`config.mk`:
```
export PLATFORM = sky130hd
export DESIGN_NAME = vlsr_regs
export DESIGN_NICKNAME = d
export VERILOG_FILES = /design/src/core/vlsr_regs.v /design/src/core/vlsr_slew_map.v /design/src/core/vlsr_ref_clamp.v
export VERILOG_INCLUDE_DIRS = /design/src /design/src/pkg
export SDC_FILE = /design/constraint.sdc
export NUM_CORES = 1
export LEC_CHECK = 0
export CORE_UTILIZATION = 59
export CTS_CLUSTER_DIAMETER = 80
export CTS_CLUSTER_SIZE = 28
export DETAILED_ROUTE_END_ITERATION = 16
export DONT_BUFFER_PORTS = 1
export PLACE_DENSITY = 0.75
export SYNTH_ARGS = -nofsm -noshare
export SYNTH_HDL_FRONTEND = slang
export SYNTH_SLANG_ARGS = --single-unit
```
`constraint.sdc`:
```
create_clock -name clk -period 13.32 [get_ports clk]
set_input_delay 1.332 -clock clk [delete_from_list [all_inputs] [get_ports clk]]
set_output_delay 1.332 -clock clk [all_outputs]
set_load 0.005 [all_outputs]
```
`src/pkg/vlsr_defs.vh`:
```
// Command codes, field layouts, reset values and limits of the output-limit register bank
`ifndef VLSR_DEFS_VH
`define VLSR_DEFS_VH

`define VLSR_CODE_CEIL        8'h24
`define VLSR_CODE_SLEW        8'h27
`define VLSR_CODE_SCALE       8'h29

`define VLSR_CEIL_EXP         5'h17
`define VLSR_SLEW_EXP         5'h1a
`define VLSR_SCALE_EXP        5'h1e

`define VLSR_CEIL_RST         12'h34d
`define VLSR_SLEW_RST         7'h3c
`define VLSR_SCALE_RST        3'h4

`define VLSR_SCALE_1          3'h4
`define VLSR_SCALE_HALF       3'h2
`define VLSR_SCALE_QTR        3'h1

`define VLSR_CEIL_MIN_1       12'h11a
`define VLSR_CEIL_MAX_1       12'h34d
`define VLSR_CEIL_MIN_HALF    12'h234
`define VLSR_CEIL_MAX_HALF    12'h69a
`define VLSR_CEIL_MIN_QTR     12'h468
`define VLSR_CEIL_MAX_QTR     12'hc00

`define VLSR_SLEW_B0          7'h05
`define VLSR_SLEW_B1          7'h07
`define VLSR_SLEW_B2          7'h0c
`define VLSR_SLEW_B3          7'h11
`define VLSR_SLEW_B4          7'h19
`define VLSR_SLEW_B5          7'h2f
`define VLSR_SLEW_B6          7'h4f

`endif

```
`src/core/vlsr_regs.v`:
```
// Output ceiling, slew-rate and feedback-ratio command registers of the converter
`timescale 1ns/1ps
`include "vlsr_defs.vh"

module vlsr_regs #(
	parameter MW = 12
) (
	input  wire                 clk,
	input  wire                 rst_n,
	input  wire                 cmd_valid,
	input  wire                 cmd_write,
	input  wire [7:0]           cmd_code,
	input  wire [15:0]          cmd_wdata,
	input  wire                 loop_slave,
	input  wire                 output_on,
	input  wire                 store_all,
	input  wire [MW-1:0]        setpoint,
	input  wire [MW-1:0]        floor_mant,
	input  wire signed [MW-1:0] ref_trim,
	input  wire signed [MW-1:0] margin_high_step,
	input  wire signed [MW-1:0] margin_low_step,
	input  wire                 margin_high_en,
	input  wire                 margin_low_en,
	output reg                  rsp_valid_q,
	output reg                  rsp_hit_q,
	output reg                  rsp_nack_q,
	output reg  [15:0]          rsp_rdata_q,
	output reg  signed [15:0]   error_amp_reference_q,
	output reg  [2:0]           slew_sel_q,
	output reg                  nvm_scale_we_q,
	output reg  [2:0]           nvm_scale_q,
	output reg                  other_fault_flag_q,
	output reg                  output_voltage_warning_flag_q,
	output reg                  limit_warn_set_q,
	output reg                  cml_fault_set_q,
	output reg                  invalid_data_set_q,
	output reg                  invalid_command_fault_q,
	output reg                  smbalert_set_q
);
	reg  [MW-1:0] ceil_q;
	reg  [MW-1:0] ceil_d;
	reg  [6:0]    slew_q;
	reg  [6:0]    slew_d;
	reg  [2:0]    scale_q;
	reg  [2:0]    scale_d;
	reg  [15:0]   rdata_d;
	reg           hit_d;
	reg           nack_d;
	reg           ivd_d;
	reg           ivc_d;
	reg           loop_slave_q;
	reg  [MW*6+4:0] watch_q;
	reg           watch_ok_q;

	wire [MW*6+4:0] watch_d;
	wire signed [15:0] clamped;
	wire          over;
	wire          under;
	wire [2:0]    rate_sel;
	wire          ceil_case;
	wire          floor_case;
	wire          changed;

	// Valid ceiling span for the present ratio
	function ceil_in_range;
		input [MW-1:0] m;
		input [2:0]    s;
		begin
			case (s)
				`VLSR_SCALE_1:
					ceil_in_range = (m >= `VLSR_CEIL_MIN_1) && (m <= `VLSR_CEIL_MAX_1);
				`VLSR_SCALE_HALF:
					ceil_in_range = (m >= `VLSR_CEIL_MIN_HALF) && (m <= `VLSR_CEIL_MAX_HALF);
				`VLSR_SCALE_QTR:
					ceil_in_range = (m >= `VLSR_CEIL_MIN_QTR) && (m <= `VLSR_CEIL_MAX_QTR);
				default:
					ceil_in_range = 1'b0;
			endcase
		end
	endfunction

	vlsr_ref_clamp #(
		.MW(MW)
	) u_clamp (
		.setpoint  (setpoint),
		.ceil_mant (ceil_q),
		.floor_mant(floor_mant),
		.scale     (scale_q),
		.trim      (ref_trim),
		.step_hi   (margin_high_step),
		.step_lo   (margin_low_step),
		.margin_hi (margin_high_en),
		.margin_lo (margin_low_en),
		.target    (),
		.ceil_ref  (),
		.floor_ref (),
		.clamped   (clamped),
		.over      (over),
		.under     (under)
	);

	vlsr_slew_map u_slew (
		.mant    (slew_q),
		.rate_sel(rate_sel)
	);

	// Every input of the effective target is watched, so any change re-runs the check
	assign watch_d = {setpoint, ceil_q, floor_mant, ref_trim, margin_high_step,
		margin_low_step, margin_high_en, margin_low_en, scale_q};
	assign changed = watch_ok_q && (watch_d != watch_q);
	assign ceil_case  = over || (ceil_q <= floor_mant);
	assign floor_case = under && !ceil_case;

	// Command decode: read data, write acceptance and fault classification
	always @* begin
		ceil_d  = ceil_q;
		slew_d  = slew_q;
		scale_d = scale_q;
		rdata_d = 16'h0000;
		hit_d   = 1'b0;
		nack_d  = 1'b0;
		ivd_d   = 1'b0;
		ivc_d   = 1'b0;
		if (cmd_valid) begin
			case (cmd_code)
				`VLSR_CODE_CEIL, `VLSR_CODE_SLEW, `VLSR_CODE_SCALE: hit_d = 1'b1;
				default: hit_d = 1'b0;
			endcase
		end
		if (hit_d && loop_slave_q) begin
			nack_d = 1'b1;
			ivc_d  = 1'b1;
		end else if (hit_d && !cmd_write) begin
			case (cmd_code)
				`VLSR_CODE_CEIL:
					rdata_d = {{(16-MW){1'b0}}, ceil_q};
				`VLSR_CODE_SLEW:
					rdata_d = {`VLSR_SLEW_EXP, 4'h0, slew_q};
				default:
					rdata_d = {`VLSR_SCALE_EXP, 8'h00, scale_q};
			endcase
		end else if (hit_d) begin
			case (cmd_code)
				`VLSR_CODE_CEIL: begin
					if (ceil_in_range(cmd_wdata[MW-1:0], scale_q))
						ceil_d = cmd_wdata[MW-1:0];
					else begin
						nack_d = 1'b1;
						ivd_d  = 1'b1;
					end
				end
				`VLSR_CODE_SLEW:
					slew_d = cmd_wdata[6:0];
				default: begin
					// Accepted in any operating state other than loop slave, output on or off
					if (cmd_wdata == {`VLSR_SCALE_EXP, 8'h00, `VLSR_SCALE_1} ||
						cmd_wdata == {`VLSR_SCALE_EXP, 8'h00, `VLSR_SCALE_HALF} ||
						cmd_wdata == {`VLSR_SCALE_EXP, 8'h00, `VLSR_SCALE_QTR})
						scale_d = cmd_wdata[2:0];
					else begin
						nack_d = 1'b1;
						ivd_d  = 1'b1;
					end
				end
			endcase
		end
	end

	always @(posedge clk) begin
		if (!rst_n) begin
			ceil_q                        <= `VLSR_CEIL_RST;
			slew_q                        <= `VLSR_SLEW_RST;
			scale_q                       <= `VLSR_SCALE_RST;
			loop_slave_q                  <= 1'b0;
			watch_q                       <= {(MW*6+5){1'b0}};
			watch_ok_q                    <= 1'b0;
			rsp_valid_q                   <= 1'b0;
			rsp_hit_q                     <= 1'b0;
			rsp_nack_q                    <= 1'b0;
			rsp_rdata_q                   <= 16'h0000;
			error_amp_reference_q         <= 16'sh0000;
			slew_sel_q                    <= 3'h0;
			nvm_scale_we_q                <= 1'b0;
			nvm_scale_q                   <= 3'h0;
			other_fault_flag_q            <= 1'b0;
			output_voltage_warning_flag_q <= 1'b0;
			limit_warn_set_q              <= 1'b0;
			cml_fault_set_q               <= 1'b0;
			invalid_data_set_q            <= 1'b0;
			invalid_command_fault_q       <= 1'b0;
			smbalert_set_q                <= 1'b0;
		end else begin
			ceil_q       <= ceil_d;
			slew_q       <= slew_d;
			scale_q      <= scale_d;
			loop_slave_q <= loop_slave;
			watch_q      <= watch_d;
			watch_ok_q   <= 1'b1;
			rsp_valid_q  <= cmd_valid;
			rsp_hit_q    <= hit_d;
			rsp_nack_q   <= nack_d;
			rsp_rdata_q  <= rdata_d;
			// Ramp logic slews toward this value at the selected rate outside soft ramps
			error_amp_reference_q <= clamped;
			slew_sel_q            <= rate_sel;
			nvm_scale_we_q        <= store_all;
			nvm_scale_q           <= scale_q;
			// Limit warnings only while the output is on and an input changed
			other_fault_flag_q            <= changed && output_on && (ceil_case || floor_case);
			output_voltage_warning_flag_q <= changed && output_on && (ceil_case || floor_case);
			limit_warn_set_q              <= changed && output_on && (ceil_case || floor_case);
			cml_fault_set_q               <= ivd_d;
			invalid_data_set_q            <= ivd_d;
			invalid_command_fault_q       <= ivc_d;
			smbalert_set_q <= ivd_d || ivc_d ||
				(changed && output_on && (ceil_case || floor_case));
		end
	end
endmodule // vlsr_regs

```
`src/core/vlsr_slew_map.v`:
```
// Maps a transition-rate mantissa onto one of the eight fixed slew rates
`timescale 1ns/1ps
`include "vlsr_defs.vh"

module vlsr_slew_map (
	input  wire [6:0] mant,
	output reg  [2:0] rate_sel
);
	// Codes 0..7 stand for 0.067, 0.1, 0.143, 0.222, 0.333, 0.5, 1 and 1.5 mV/us
	always @* begin
		if (mant <= `VLSR_SLEW_B0)
			rate_sel = 3'h0;
		else if (mant <= `VLSR_SLEW_B1)
			rate_sel = 3'h1;
		else if (mant <= `VLSR_SLEW_B2)
			rate_sel = 3'h2;
		else if (mant <= `VLSR_SLEW_B3)
			rate_sel = 3'h3;
		else if (mant <= `VLSR_SLEW_B4)
			rate_sel = 3'h4;
		else if (mant <= `VLSR_SLEW_B5)
			rate_sel = 3'h5;
		else if (mant <= `VLSR_SLEW_B6)
			rate_sel = 3'h6;
		else
			rate_sel = 3'h7;
	end
endmodule // vlsr_slew_map

```
`src/core/vlsr_ref_clamp.v`:
```
// Effective reference, ceiling and floor arithmetic with the clamp decision
`timescale 1ns/1ps

module vlsr_ref_clamp #(
	parameter MW = 12
) (
	input  wire [MW-1:0]        setpoint,
	input  wire [MW-1:0]        ceil_mant,
	input  wire [MW-1:0]        floor_mant,
	input  wire [2:0]           scale,
	input  wire signed [MW-1:0] trim,
	input  wire signed [MW-1:0] step_hi,
	input  wire signed [MW-1:0] step_lo,
	input  wire                 margin_hi,
	input  wire                 margin_lo,
	output wire signed [15:0]   target,
	output wire signed [15:0]   ceil_ref,
	output wire signed [15:0]   floor_ref,
	output reg  signed [15:0]   clamped,
	output wire                 over,
	output wire                 under
);
	// Ratio mantissa counts quarters, so the product is shifted right by two
	function [15:0] scaled;
		input [MW-1:0] m;
		input [2:0]    s;
		reg   [MW+2:0] p;
		begin
			p = m * s;
			scaled = {{(16-(MW+1)){1'b0}}, p[MW+2:2]};
		end
	endfunction

	assign ceil_ref  = scaled(ceil_mant, scale);
	assign floor_ref = scaled(floor_mant, scale);
	assign target = scaled(setpoint, scale) + {{(16-MW){trim[MW-1]}}, trim}
		+ (margin_hi ? {{(16-MW){step_hi[MW-1]}}, step_hi} : 16'sh0000)
		+ (margin_lo ? {{(16-MW){step_lo[MW-1]}}, step_lo} : 16'sh0000);
	assign over  = target > ceil_ref;
	assign under = target < floor_ref;

	// Ceiling check repeated after the floor so that a ceiling below the floor still wins
	always @* begin
		if (over)
			clamped = ceil_ref;
		else if (under)
			clamped = floor_ref;
		else
			clamped = target;
		if (clamped > ceil_ref)
			clamped = ceil_ref;
	end
endmodule // vlsr_ref_clamp

```
==> impl_results.md <==
* Status: complete, no violations
* Fin cells at 1637
* GR Util All Layers at 29.6%
* Most used cell, CP: ha_1
* Initial antenna violation count at 0
* Post-DP HPWL at 22800 microns
* CTS clk-pin slew, worst paths at 0.07 ns
* Final worst slack at 2.35 ns
* CP peak stage delay at 0.61 ns
* # setup viols final at 0
* Crit Path Category: input pin to flip-flop
* Chip Height at 143 microns
* Period minus WS final at 10.97 ns
* Synthesized Nets at 1647
* Pwr dens at 136 nW/um^2
* Vias in the first global route at 8904
* Slew @ Worst Pin at 0.746 ns
* GPL Wtd Cong at 0.980
* Drt drc at 0
* Filler cells at 1707
* Diode count at 0
* Skew-Pair Late Insertion Delay at 0.44 ns
* Clk root buf: clkbuf_16
* Final setup TNS at 0 ns
* CTS max path bufs at 2
* # nets final at 1621
* VDD IR max at 0.0893 mV
* Vias at 9473
* Total grt overflow at 0
* Post-CTS Setup Inserts at 0
* Max Cap Viol at 0
* Htree depth at 4
* Cell taking the most area after synthesis: dfxtp_1
* Number of buffers added on ports at 0
* Place WS at 2.08 ns
* Area Growth Syn to Fin at 6.18%
* Fmax at 91.2 MHz
* Slew Viols, Final at 0
* Final Hold Fails at 0
* FP Rows at 51
* Synth Area per Inst at 8.42 sq um
* Layout cells sized above 1 at 4.30%
* # clock sinks at 142
* 1st-pass router iterations at 7
* Post-synth top area share at 24.4%
* Critical path's slowest cell: fa_1
* Die width at 143 microns
* DR vias/cell at 5.79
* Hold Crit Class: flip-flop to flip-flop
* Mapped Cells at 1385
* Period utilization at 82.4%
* Crit end category: flip-flop
* First-pass GRT wire length at 46300 microns
* Most common cell in the netlist: nand2_1
* Largest net degree at the start of global routing at 92
* Yosys reg bits at 142
* Peak fanout along the critical path at 17
* CP Launch Type: input pin
* Post_cts resized at 0
* Initial Utilization at 60.1%
* Synthesized area at 11700 sq um
* Slew headroom at 49.0%
* Iter 0 DRT Violations at 608
* Most frequent cells after synthesis: nand2_1 (167), dfxtp_1 (142), inv_1 (131)
* LEAKAGE at 5.85 nW
* Routed Antenna Nets at 0
* Io pins at 142
* Arrival time of the worst setup path at 11.29 ns
* Worst Hold Slack at 0.497 ns
* RSZ-0062 raised after global routing: false
* Yosys warns at 0
* Core area at 19400 sq um
* Final Skew at 0.0190 ns
* Register area share after synthesis at 24.4%
* Placed cells at 1605
* CTS tree: done
* Num CTS Buffers at 17
* WL final at 29200 microns
* Yosys cell types at 76
* Synth top area cells: dfxtp_1 (24%), ha_1 (13%), fa_1 (8.6%)
* CP required at 13.64 ns
* WL per Instance at 17.8 microns
* Ys async rst share at 0%
* Hold bufs inserted after CTS at 0
* Commonest register cell after synthesis: dfxtp_1
* EDFF count, synth at 0
* Die Footprint at 20300 sq um
path summary, 6_finish.rpt:
check	endpoint	from	slack, ns	cells past startpoint
worst max-delay path	error_amp_reference_q[6]	setpoint[1]	2.35	41
worst min-delay path	invalid_data_set_q	loop_slave_q	0.50	1
worst max register to register	error_amp_reference_q[6]	scale_q[2]	2.56	41
worst min register to register	invalid_data_set_q	loop_slave_q	0.50	1
flip-flops by register name, indices dropped and copies added, names as in the netlist, 2 cells and up:
signal and cells:
ceil_q 12, scale_q 3, rsp_rdata_q 14, error_amp_reference_q 16, watch_q 75, slew_q 7, slew_sel_q 3, nvm_scale_q 2
power breakdown:
| group | internal (mW) | total, mW | switching, mW | leakage, nW |
|---|---|---|---|---|
| logic | 0.317 | 0.746 | 0.429 | 4.40 |
| clock network | 0.263 | 0.468 | 0.206 | 0.283 |
| registers | 0.454 | 0.468 | 0.0141 | 1.17 |
| total | 1.03 | 1.68 | 0.649 | 5.85 |
placed cells by master (no fill, tap or decap), types with 5 or more instances in the layout:
| cell | synthesis | final |
|---|---|---|
| a21oi_1 | 52 | 52 |
| nor3_1 | 27 | 27 |
| mux2i_1 | 40 | 40 |
| and3_1 | 9 | 9 |
| ha_1 | 119 | 119 |
| nand2_1 | 167 | 167 |
| o2111ai_1 | 5 | 5 |
| a31oi_1 | 6 | 6 |
| inv_6 | 0 | 5 |
| nor2b_1 | 11 | 11 |
| inv_1 | 131 | 131 |
| a21o_1 | 35 | 35 |
| nor3b_1 | 6 | 6 |
| mux2_2 | 5 | 5 |
| a22oi_1 | 8 | 8 |
| nand4_1 | 16 | 16 |
| or3_1 | 7 | 7 |
| a2111oi_0 | 5 | 5 |
| and2_1 | 92 | 92 |
| a211oi_1 | 6 | 6 |
| clkbuf_16 | 0 | 17 |
| nand2b_1 | 9 | 9 |
| xnor2_1 | 38 | 38 |
| dfxtp_1 | 142 | 142 |
| xor2_1 | 86 | 86 |
| nand3_1 | 17 | 17 |
| o21a_1 | 13 | 13 |
| nor4_1 | 20 | 19 |
| a21boi_0 | 5 | 5 |
| o21ai_0 | 38 | 38 |
| o211ai_1 | 8 | 8 |
| nor2_1 | 91 | 91 |
| fa_1 | 50 | 50 |
| buf_4 | 9 | 6 |
logic make-up (layout without fill, tap and decap cells):
| family | count (synthesis) | in the layout | share of synthesized area (%) |
|---|---|---|---|
| muxes | 47 | 47 | 4.17 |
| adders and majority gates | 170 | 170 | 21.4 |
| xor gates and xnor gates | 124 | 124 | 9.31 |
| DFF | 142 | 142 | 24.4 |
| and+or+nand+nor | 493 | 493 | 20.9 |
| AOI/OAI and AO/OA | 225 | 225 | 13.5 |
| buffers and inverters | 184 | 171 | 6.31 |
critical path: cells and delay by family:
kind / cells / cell delay, ns
fa+ha+maj: 9 / 3.65
simple gates: 5 / 0.81
xor+xnor: 3 / 0.73
buf+inv: 3 / 0.50
compound gates: 18 / 3.44
mux: 3 / 0.81
area by class of cell:
type / count / area, sq um / share of cell area (%)
Timing Repair Buffer: 6 / 45.0 / 0.364
Clock inverter: 15 / 149 / 1.20
Sequential cell: 142 / 2840 / 23.0
Tap cell: 265 / 332 / 2.68
Clock buffer: 17 / 425 / 3.44
Inverter: 133 / 499 / 4.03
Multi-Input combinational cell: 1059 / 8090 / 65.3
per-stage QoR:
step	area [sq um]	power, mW	util [%]
global placement	11800	1.19	60.9
global route	12400	1.79	63.8
floorplan	11700	1.06	-
detailed placement	11800	1.21	60.9
finish	12400	1.68	63.8
CTS	12400	1.68	63.8
per-layer routing:
| layer | global-route usage [%] | up-vias | wire length [microns] |
|---|---|---|---|
| met2 | 49.2 | 303 | 13600 |
| li1 | - | 4640 | - |
| met5 | 0 | - | 0 |
| met1 | 38.9 | 4483 | 13000 |
| met4 | 8.83 | 0 | 686 |
| met3 | 5.42 | 47 | 1880 |
Power figures use the tool's default switching activity.
